--- config.mk ---
export PLATFORM = sky130hd
export DESIGN_NAME = mise_exec
export DESIGN_NICKNAME = d
export VERILOG_FILES = /design/src/rtl/mise_exec.v
export VERILOG_INCLUDE_DIRS = /design/src /design/src/rtl
export SDC_FILE = /design/constraint.sdc
export NUM_CORES = 1
export LEC_CHECK = 0
export BUFFER_PORTS_ARGS = -buffer_cell sky130_fd_sc_hd__buf_2
export CAP_MARGIN = 10
export CORE_MARGIN = 2
export CORE_UTILIZATION = 49
export DETAILED_ROUTE_END_ITERATION = 6
export MAX_ROUTING_LAYER = met4
export PLACE_DENSITY = 0.76
export SETUP_SLACK_MARGIN = 0.5
export SLEW_MARGIN = 20
export SYNTH_ARGS = -nofsm -noshare
export SYNTH_HDL_FRONTEND = slang
export SYNTH_SLANG_ARGS = --single-unit
--- constraint.sdc ---
create_clock -name CLK -period 4.8 [get_ports CLK]
set_clock_uncertainty 0.15 [all_clocks]
set_input_delay 0.96 -clock CLK [delete_from_list [all_inputs] [get_ports CLK]]
set_output_delay 0.96 -clock CLK [all_outputs]
set_load 0.02 [all_outputs]
--- src/rtl/mise_exec_regs.vh ---
/*
  Constants for the instruction subset execution unit: operation codes,
  flag bit positions, fill value, cycle counts.
  Assumes inclusion by bare name from the execution unit.
*/
`ifndef MISE_EXEC_REGS_VH
`define MISE_EXEC_REGS_VH

// operation codes on OP
`define MISE_OP_NOP        5'h00
`define MISE_OP_DECR_ACC_SKZ 5'h01
`define MISE_OP_FILL       5'h02
`define MISE_OP_FILL_BIT   5'h03
`define MISE_OP_INCR_SKZ   5'h04
`define MISE_OP_INCR_ACC_SKZ 5'h05
`define MISE_OP_BIT_HI_SKIP 5'h06
`define MISE_OP_SUB_MEM    5'h07
`define MISE_OP_SUB_IMM    5'h08
`define MISE_OP_SUB_TO_MEM 5'h09
`define MISE_OP_NIB_XCHG   5'h0a
`define MISE_OP_NIB_XCHG_ACC 5'h0b
`define MISE_OP_ZERO_SKIP  5'h0c
`define MISE_OP_COPY_Z_SKIP 5'h0d
`define MISE_OP_BIT_LO_SKIP 5'h0e
`define MISE_OP_TBL_CUR    5'h0f
`define MISE_OP_TBL_LAST   5'h10
`define MISE_OP_XOR_MEM    5'h11
`define MISE_OP_XOR_TO_MEM 5'h12
`define MISE_OP_XOR_IMM    5'h13

// flag bit positions in the 4-bit flag vector
`define MISE_FLG_C  0
`define MISE_FLG_AC 1
`define MISE_FLG_Z  2
`define MISE_FLG_OV 3

// values and cycle counts
`define MISE_FILL_VAL   8'hff
`define MISE_ACC_RST    8'h00
`define MISE_THB_RST    8'h00
`define MISE_FLAGS_RST  4'h0
`define MISE_CYC_NORMAL 2'd1
`define MISE_CYC_SKIP   2'd2

`endif

--- src/rtl/mise_exec.v ---
/*
  Execution unit for a subset of an 8-bit microcontroller instruction set:
  decrement/increment skips, fill, bit tests, subtract, nibble exchange,
  table fetch and exclusive-or.
  Assumes decode presents one operation per cycle with OP_VALID, the addressed
  data byte on MEM_RDATA in that cycle and the program word on PROG_WORD in
  that cycle (program memory addressed combinationally from PROG_ADDR).
*/
`include "mise_exec_regs.vh"
`timescale 1ns/1ps
`default_nettype none

module mise_exec (
  // clock and reset
  input wire CLK,
  input wire SYS_RST,
  // decoded instruction
  input wire OP_VALID,
  input wire [4:0] OP,
  input wire [2:0] BIT_SEL,
  input wire [7:0] IMM,
  // data memory operand
  input wire [7:0] MEM_RDATA,
  // program memory for table fetch
  input wire [11:0] PC,
  input wire [7:0] TABLE_POINTER,
  output wire [11:0] PROG_ADDR,
  input wire [15:0] PROG_WORD,
  // data memory write back
  output reg MEM_WE,
  output reg [7:0] MEM_WDATA,
  // architectural state
  output wire [7:0] ACC,
  output wire [3:0] FLAGS,
  output wire [7:0] TABLE_HIGH_BYTE,
  // pipeline control
  output reg SKIP,
  output wire BUSY
);

  reg [7:0] acc_q;
  reg [7:0] acc_d;
  reg [3:0] flags_q;
  reg [3:0] flags_d;
  reg [7:0] thb_q;
  reg [7:0] thb_d;
  reg dummy_q;
  reg mem_we_d;
  reg [7:0] mem_wdata_d;
  reg skip_d;

  wire go;
  wire [7:0] inc_v;
  wire [7:0] dec_v;
  wire [7:0] swap_v;
  wire [7:0] sub_op;
  wire [8:0] sub_sum;
  wire [4:0] sub_lo;
  wire [7:0] sub_res;
  wire sub_ov;
  wire [7:0] bit_mask;
  wire sel_bit;
  genvar gi;

  // dummy cycle blocks a new operation
  assign go = OP_VALID & ~dummy_q;
  assign BUSY = dummy_q;

  assign inc_v = MEM_RDATA + 8'h01;
  assign dec_v = MEM_RDATA - 8'h01;
  assign swap_v = {MEM_RDATA[3:0], MEM_RDATA[7:4]};
  // one-hot mask of the selected bit
  generate
    for (gi = 0; gi < 8; gi = gi + 1) begin : g_mask
      localparam [2:0] IDX = gi;
      assign bit_mask[gi] = (BIT_SEL == IDX);
    end
  endgenerate
  assign sel_bit = MEM_RDATA[BIT_SEL];

  // acc + ~operand + 1, carry set when no borrow
  assign sub_op = (OP == `MISE_OP_SUB_IMM) ? IMM : MEM_RDATA;
  assign sub_sum = {1'b0, acc_q} + {1'b0, ~sub_op} + 9'h001;
  assign sub_lo = {1'b0, acc_q[3:0]} + {1'b0, ~sub_op[3:0]} + 5'h01;
  assign sub_res = sub_sum[7:0];
  assign sub_ov = (acc_q[7] ^ sub_op[7]) & (acc_q[7] ^ sub_res[7]);

  // last page is the top page of program memory
  assign PROG_ADDR = (OP == `MISE_OP_TBL_LAST) ? {4'hf, TABLE_POINTER} :
                     {PC[11:8], TABLE_POINTER};

  assign ACC = acc_q;
  assign FLAGS = flags_q;
  assign TABLE_HIGH_BYTE = thb_q;

  always @* begin
    acc_d = acc_q;
    flags_d = flags_q;
    thb_d = thb_q;
    mem_we_d = 1'b0;
    mem_wdata_d = 8'h00;
    skip_d = 1'b0;
    if (go) begin
      case (OP)
        `MISE_OP_DECR_ACC_SKZ: begin
          acc_d = dec_v;
          skip_d = (dec_v == 8'h00);
        end
        `MISE_OP_FILL: begin
          mem_we_d = 1'b1;
          mem_wdata_d = `MISE_FILL_VAL;
        end
        `MISE_OP_FILL_BIT: begin
          mem_we_d = 1'b1;
          mem_wdata_d = MEM_RDATA | bit_mask;
        end
        `MISE_OP_INCR_SKZ: begin
          mem_we_d = 1'b1;
          mem_wdata_d = inc_v;
          skip_d = (inc_v == 8'h00);
        end
        `MISE_OP_INCR_ACC_SKZ: begin
          acc_d = inc_v;
          skip_d = (inc_v == 8'h00);
        end
        `MISE_OP_BIT_HI_SKIP: begin
          skip_d = sel_bit;
        end
        `MISE_OP_SUB_MEM, `MISE_OP_SUB_IMM, `MISE_OP_SUB_TO_MEM: begin
          if (OP == `MISE_OP_SUB_TO_MEM) begin
            mem_we_d = 1'b1;
            mem_wdata_d = sub_res;
          end else begin
            acc_d = sub_res;
          end
          flags_d[`MISE_FLG_C] = sub_sum[8];
          flags_d[`MISE_FLG_AC] = sub_lo[4];
          flags_d[`MISE_FLG_Z] = (sub_res == 8'h00);
          flags_d[`MISE_FLG_OV] = sub_ov;
        end
        `MISE_OP_NIB_XCHG: begin
          mem_we_d = 1'b1;
          mem_wdata_d = swap_v;
        end
        `MISE_OP_NIB_XCHG_ACC: begin
          acc_d = swap_v;
        end
        `MISE_OP_ZERO_SKIP: begin
          skip_d = (MEM_RDATA == 8'h00);
        end
        `MISE_OP_COPY_Z_SKIP: begin
          acc_d = MEM_RDATA;
          skip_d = (MEM_RDATA == 8'h00);
        end
        `MISE_OP_BIT_LO_SKIP: begin
          skip_d = ~sel_bit;
        end
        `MISE_OP_TBL_CUR, `MISE_OP_TBL_LAST: begin
          mem_we_d = 1'b1;
          mem_wdata_d = PROG_WORD[7:0];
          thb_d = PROG_WORD[15:8];
        end
        `MISE_OP_XOR_MEM: begin
          acc_d = acc_q ^ MEM_RDATA;
          flags_d[`MISE_FLG_Z] = ((acc_q ^ MEM_RDATA) == 8'h00);
        end
        `MISE_OP_XOR_TO_MEM: begin
          mem_we_d = 1'b1;
          mem_wdata_d = acc_q ^ MEM_RDATA;
          flags_d[`MISE_FLG_Z] = ((acc_q ^ MEM_RDATA) == 8'h00);
        end
        `MISE_OP_XOR_IMM: begin
          acc_d = acc_q ^ IMM;
          flags_d[`MISE_FLG_Z] = ((acc_q ^ IMM) == 8'h00);
        end
        default: begin
          acc_d = acc_q;
        end
      endcase
    end
  end

  always @(posedge CLK) begin
    if (SYS_RST) begin
      acc_q <= `MISE_ACC_RST;
      flags_q <= `MISE_FLAGS_RST;
      thb_q <= `MISE_THB_RST;
      dummy_q <= 1'b0;
      MEM_WE <= 1'b0;
      MEM_WDATA <= 8'h00;
      SKIP <= 1'b0;
    end else begin
      acc_q <= acc_d;
      flags_q <= flags_d;
      thb_q <= thb_d;
      // skip costs one dummy cycle: 2 cycles instead of 1
      dummy_q <= skip_d;
      MEM_WE <= mem_we_d;
      MEM_WDATA <= mem_wdata_d;
      SKIP <= skip_d;
    end
  end

endmodule // mise_exec

`default_nettype wire

Word level (Yosys, flattened, before mapping)
Index checks and enable logic that the tools add are counted.

storage, ports and cells
  register bits after elaboration = 30
  output and inout bits = 43
  logic and storage cells = 85

operators by class
  bitwise operators = 12
  eq/ne operators = 27
  multiplexer cells = 12
  reductions and logical operators = 20
  magnitude comparators = 1
  $add $sub $neg = 6

operator list
  kind                                                                    number
  8-bit case mux with 7 select lines                                      2
  8-bit zero test                                                         6
  5-bit by 4-bit equality test with 1-bit output (second input constant)  8
  8-bit two-way mux                                                       3
  5-bit by 3-bit equality test with 1-bit output (second input constant)  4
  5-bit equality test (second input constant)                             4
  8-bit XOR                                                               2
  3-bit equality test (second input constant)                             4
  12-bit two-way mux                                                      1
  5-bit by 2-bit equality test with 1-bit output (second input constant)  2
  2-bit OR reduction                                                      5
  8-bit by 8-bit adder with 9-bit output                                  1
  9-bit by 1-bit adder with 9-bit output (second input constant)          1
  8-bit by 1-bit adder with 8-bit output (second input constant)          1
  8-bit NOT                                                               1
  8-bit OR                                                                1
  8-bit by 1-bit subtractor with 8-bit output (second input constant)     1
  7-bit nonzero test                                                      1
  7-bit OR reduction                                                      1
  3-bit by 2-bit equality test with 1-bit output (second input constant)  2
  2-bit AND reduction                                                     3
  4-bit by 4-bit adder with 5-bit output                                  1
  5-bit by 1-bit adder with 5-bit output (second input constant)          1
  5-bit by 1-bit equality test with 1-bit output (second input constant)  1
  other kinds (16)                                                        21

Logic depth before layout (Yosys ltp)
  depth in word-level cells = 7
  gate-level depth with buffers = 16
  gate-level depth less buffers = 14

Least setup slack after synthesis
No wires, ideal clock.

  path type = input to register
  from = in OP[1]
  to = reg acc_q[6] (netlist: ACC[6])
  path slack = 0.617 ns
  library setup time = 0.132 ns
  required time = 4.518 ns
  stages on the path = 16
  arrival time = 3.901 ns
  path through = buf_6 > buf_4 > nor2_1 > nand3_1 > nor2_2 > nand2_1 > o21ai_0 > ha_1 > inv_1 > fa_1 > a211oi_1 > o21bai_1 > a21oi_1 > xnor2_1 > a2111oi_0 > o32ai_1

between the ends
  longest elaborated chain between the ends = 7
  elaborated cells on any way between the ends = 19

ends and longest elaborated chain
  item                                            RTL line         text
  start: declaration                              mise_exec.v:19   input wire [4:0] OP,
  5-bit by 4-bit equality test with 1-bit output  mise_exec.v:104  case (OP)
  8-bit two-way mux                               mise_exec.v:82   assign sub_op = (OP == `MISE_OP_SUB_IMM) ? IMM : MEM_RDATA;
  8-bit NOT                                       mise_exec.v:83   assign sub_sum = {1'b0, acc_q} + {1'b0, ~sub_op} + 9'h001;
  8-bit by 8-bit adder with 9-bit output          mise_exec.v:83
  9-bit by 1-bit adder with 9-bit output          mise_exec.v:83
  8-bit two-way mux                               mise_exec.v:130  if (OP == `MISE_OP_SUB_TO_MEM) begin
  8-bit case mux with 7 select lines              mise_exec.v:104
  end signal: assignment                          mise_exec.v:185  acc_q <= `MISE_ACC_RST;
  end: declaration                                mise_exec.v:41   reg [7:0] acc_q;

Parallel ways exist; a longest one is shown, timed or not. The select of a mux whose other input is x is not followed.
A chain may end at the register's enable or synchronous reset.

Worst setup path in the final report
  from = in OP[2]
  to = reg acc_q[6] (netlist: ACC[6])

Same word-level chain as after synthesis.

==> impl_metrics.env <==
export IMPL_wl_met1_um=4760
export IMPL_grt_pass1_vias=3706
export IMPL_place_congestion=1.02
export IMPL_routed_wl_um=12300
export IMPL_detail_route_wl_per_cell_um=19.4
export IMPL_wl_met2_um=5320
export IMPL_cts_setup_buffers=0
export IMPL_dr_max_layer_used="met4"
export IMPL_max_cap_violations=0
export IMPL_finalHoldViolCount=0
export IMPL_drive_gt1_share_pct=21.7
export IMPL_synth_fp_nets=564
export IMPL_grt_setup_unrepaired="no"
export IMPL_cts_buffers=5
export IMPL_vias=4132
export IMPL_fill_cells=704
export IMPL_p_comb_share_pct=34.2
export IMPL_crit_type="in2reg"
export IMPL_grt_pass1_wl_um=18900
export IMPL_async_flop_share_pct=0
export IMPL_synth_edff_count=0
export IMPL_leakage_nw=1.57
export IMPL_tritoncts="done"
export IMPL_post_route_period_util_pct=83.5
export IMPL_clk_pin_slew_worst_paths_ns=0.07
export IMPL_setup_violations=0
export IMPL_clk_path_buf_depth=2
export IMPL_internal_power_uw=595
export IMPL_viasPerCell=6.53
export IMPL_diodes=0
export IMPL_synth_ff_type="dfxtp_1"
export IMPL_die_area_um2=7960
export IMPL_maxSlewViolCount=0
export IMPL_ys_types=71
export IMPL_drc=0
export IMPL_grt_ovfl_total=0
export IMPL_worstHoldPathType="reg2reg"
export IMPL_max_freq_mhz=250
export IMPL_root_buffer="clkbuf_8"
export IMPL_antenna_found_initial=0
export IMPL_htree_levels=2
export IMPL_end_kind="flip-flop"
export IMPL_rows=31
export IMPL_grt_start_max_net_pins=35
export IMPL_drt_iter0_markers=575
export IMPL_final_util_pct=56.5
export IMPL_timing_setup_tns_ns=0
export IMPL_dr_pass1_iters=7
export IMPL_syn_to_final_growth_pct=13.3
export IMPL_netlist_area_um2=3560
export IMPL_place_inst=625
export IMPL_crit_arrival_ns=4.02
export IMPL_dp_hpwl_um=8950
export IMPL_start_util_pct=49.9
export IMPL_crit_path_start_kind="input pin"
export IMPL_multi_input_area_um2=2650
export IMPL_finalCriticalPeriod_ns=4.01
export IMPL_required_ns=4.81
export IMPL_status="finished clean"
export IMPL_io_pin_count=106
export IMPL_insertion_delay_ns=0.28
export IMPL_die_h_um=89.2
export IMPL_synth_seq_area_share_pct=16.9
export IMPL_ant_nets=0
export IMPL_stdcell_count=633
export IMPL_numPortBuffers=81
export IMPL_power_density_nw_per_um2=226
export IMPL_slew_headroom_pct=43.7
export IMPL_core_um2=7140
export IMPL_max_slew_worst_pin_slew_ns=0.842
export IMPL_ir_drop_uv=109
export IMPL_seq_area_um2=601
export IMPL_clockPowerShare_pct=35.8
export IMPL_syn_inst=487
export IMPL_seq_power_share_pct=30.1
export IMPL_layout_nets=610
export IMPL_syn_area_per_cell_um2=7.31
export IMPL_grt_util_all_layers_pct=31.8
export IMPL_routed_wl_met3_um=1500
export IMPL_ys_seq_elements=30
export IMPL_clock_sinks=30
export IMPL_yosys_warnings=0
export IMPL_power_switching_uw=317
export IMPL_die_w_um=89.2
export IMPL_critical_path_peak_fanout=23
export IMPL_p_sw_share_pct=34.8
[cell type report]
class                   instances  area share, %
repair buffers                 89           11.6
inverters                      12           1.12
flip-flops and latches         30           14.9
multi-input cells             395           65.8
clock buffers                   6           2.05
clock inverters                 2           1.49
well taps                      99           3.07
[worst max-delay path: stages]
cell and delay (ns):
clkbuf_4 0.22, inv_1 0.19, nand3_1 0.20, nor2_2 0.22
nand2_1 0.07, o21ai_0 0.11, ha_1 0.19, inv_1 0.05
fa_1 0.42, a211oi_2 0.30, o21bai_1 0.11, a21oi_1 0.26
xnor2_1 0.15, a2111oi_1 0.42, o32ai_1 0.14
[cell usage in the layout, fill, tap and decap left out, drive strengths merged, types with 4 or more instances in the layout]
cell type and count:
a2111oi 4, a211oi 7, buf 88, nor2b 5
nand4 7, nor2 34, ha 13, nor4 5
and2 4, o211ai 4, nor3b 5, inv 12
nand3 20, clkbuf 7, nor3 19, a221oi 5
dfxtp 30, mux2i 14, o21ai 34, a21oi 32
nand2b 16, xor2 9, o22ai 7, xnor2 28
o31ai 4, nand2 51, a31oi 5
[state kept, by name, indices dropped and copies added (netlist names)]
register         cells
ACC                  8
BUSY                 1
FLAGS                4
MEM_WDATA            8
MEM_WE               1
TABLE_HIGH_BYTE      8
[through the flow]
stage | power, mW | hold WS (ns) | setup slack, ns | area (um2)
after CTS | 0.902 | 0.304 | 0.755 | 4030
after floorplan | 0.491 | 0.385 | 0.617 | 3560
after global placement | 0.573 | 0.290 | 0.569 | 3880
after detailed placement | 0.577 | 0.294 | 0.466 | 3880
final | 0.913 | 0.301 | 0.792 | 4030
after global routing | 0.947 | 0.321 | 0.535 | 4030
[power groups by stage]
stage / Sequential, mW / Clock (mW) / Combinational (mW)
after detailed placement: 0.279 / 0 / 0.298
after global routing: 0.275 / 0.337 / 0.335
final: 0.274 / 0.327 / 0.312
after floorplan: 0.277 / 0 / 0.214
after global placement: 0.279 / 0 / 0.294
after CTS: 0.273 / 0.328 / 0.301
[final timing paths]
path | from | cells past startpoint | slack (ns) | endpoint
worst min register to register | TABLE_HIGH_BYTE[4]$_SDFFE_PP0P_ | 2 | 0.30 | TABLE_HIGH_BYTE[4]$_SDFFE_PP0P_
worst max-delay path | OP[2] | 15 | 0.79 | ACC[6]$_SDFFE_PP0P_
worst min-delay path | TABLE_HIGH_BYTE[4]$_SDFFE_PP0P_ | 2 | 0.30 | TABLE_HIGH_BYTE[4]$_SDFFE_PP0P_
worst max register to register | ACC[0]$_SDFFE_PP0P_ | 10 | 1.89 | ACC[6]$_SDFFE_PP0P_
[metal layers]
layer	up-vias	GRT usage (%)
li1	1872	-
met2	331	47.9
met5	-	-
met1	1858	40.7
met4	0	17.5
met3	71	4.71
[cell families (layout without fill, tap and decap cells)]
family | Yosys count | after routing | share of synthesized area, %
buffers and inverters | 62 | 109 | 8.75
muxes | 18 | 18 | 5.83
and+or+nand+nor | 187 | 187 | 27.3
AOI/OAI and AO/OA | 139 | 139 | 27.0
xor gates and xnor gates | 37 | 37 | 9.10
adders and majority gates | 14 | 14 | 5.13
DFF | 30 | 30 | 16.9
[cells in the mapped netlist (4+ instances only)]
master	n	area [um2]
o211ai_1	4	30.0
xor2_1	9	78.8
nor2b_1	4	25.0
nand2_1	51	191
a2111oi_0	4	35.0
a221oi_1	5	43.8
nor4_1	5	31.3
a211oi_1	6	45.0
a21oi_1	32	160
clkbuf_1	16	60.1
inv_1	12	45.0
nand2b_1	16	100
o21ai_0	33	165
nand4_1	7	43.8
o22ai_1	7	43.8
nor3_1	18	90.1
nor3b_1	5	37.5
dfxtp_1	30	601
nor2_1	32	120
xnor2_1	28	245
buf_2	18	90.1
a31oi_1	5	31.3
buf_4	13	97.6
ha_1	13	163
mux2i_1	14	140
nand3_1	19	95.1
and2_1	4	25.0
[repair_timing]
item / CTS / global route
hold buffers: 0 / 0
resized for setup: 0 / 3
endpoints found under the setup margin: 0 / 1
Note: power is estimated with default switching activity, not from simulation.
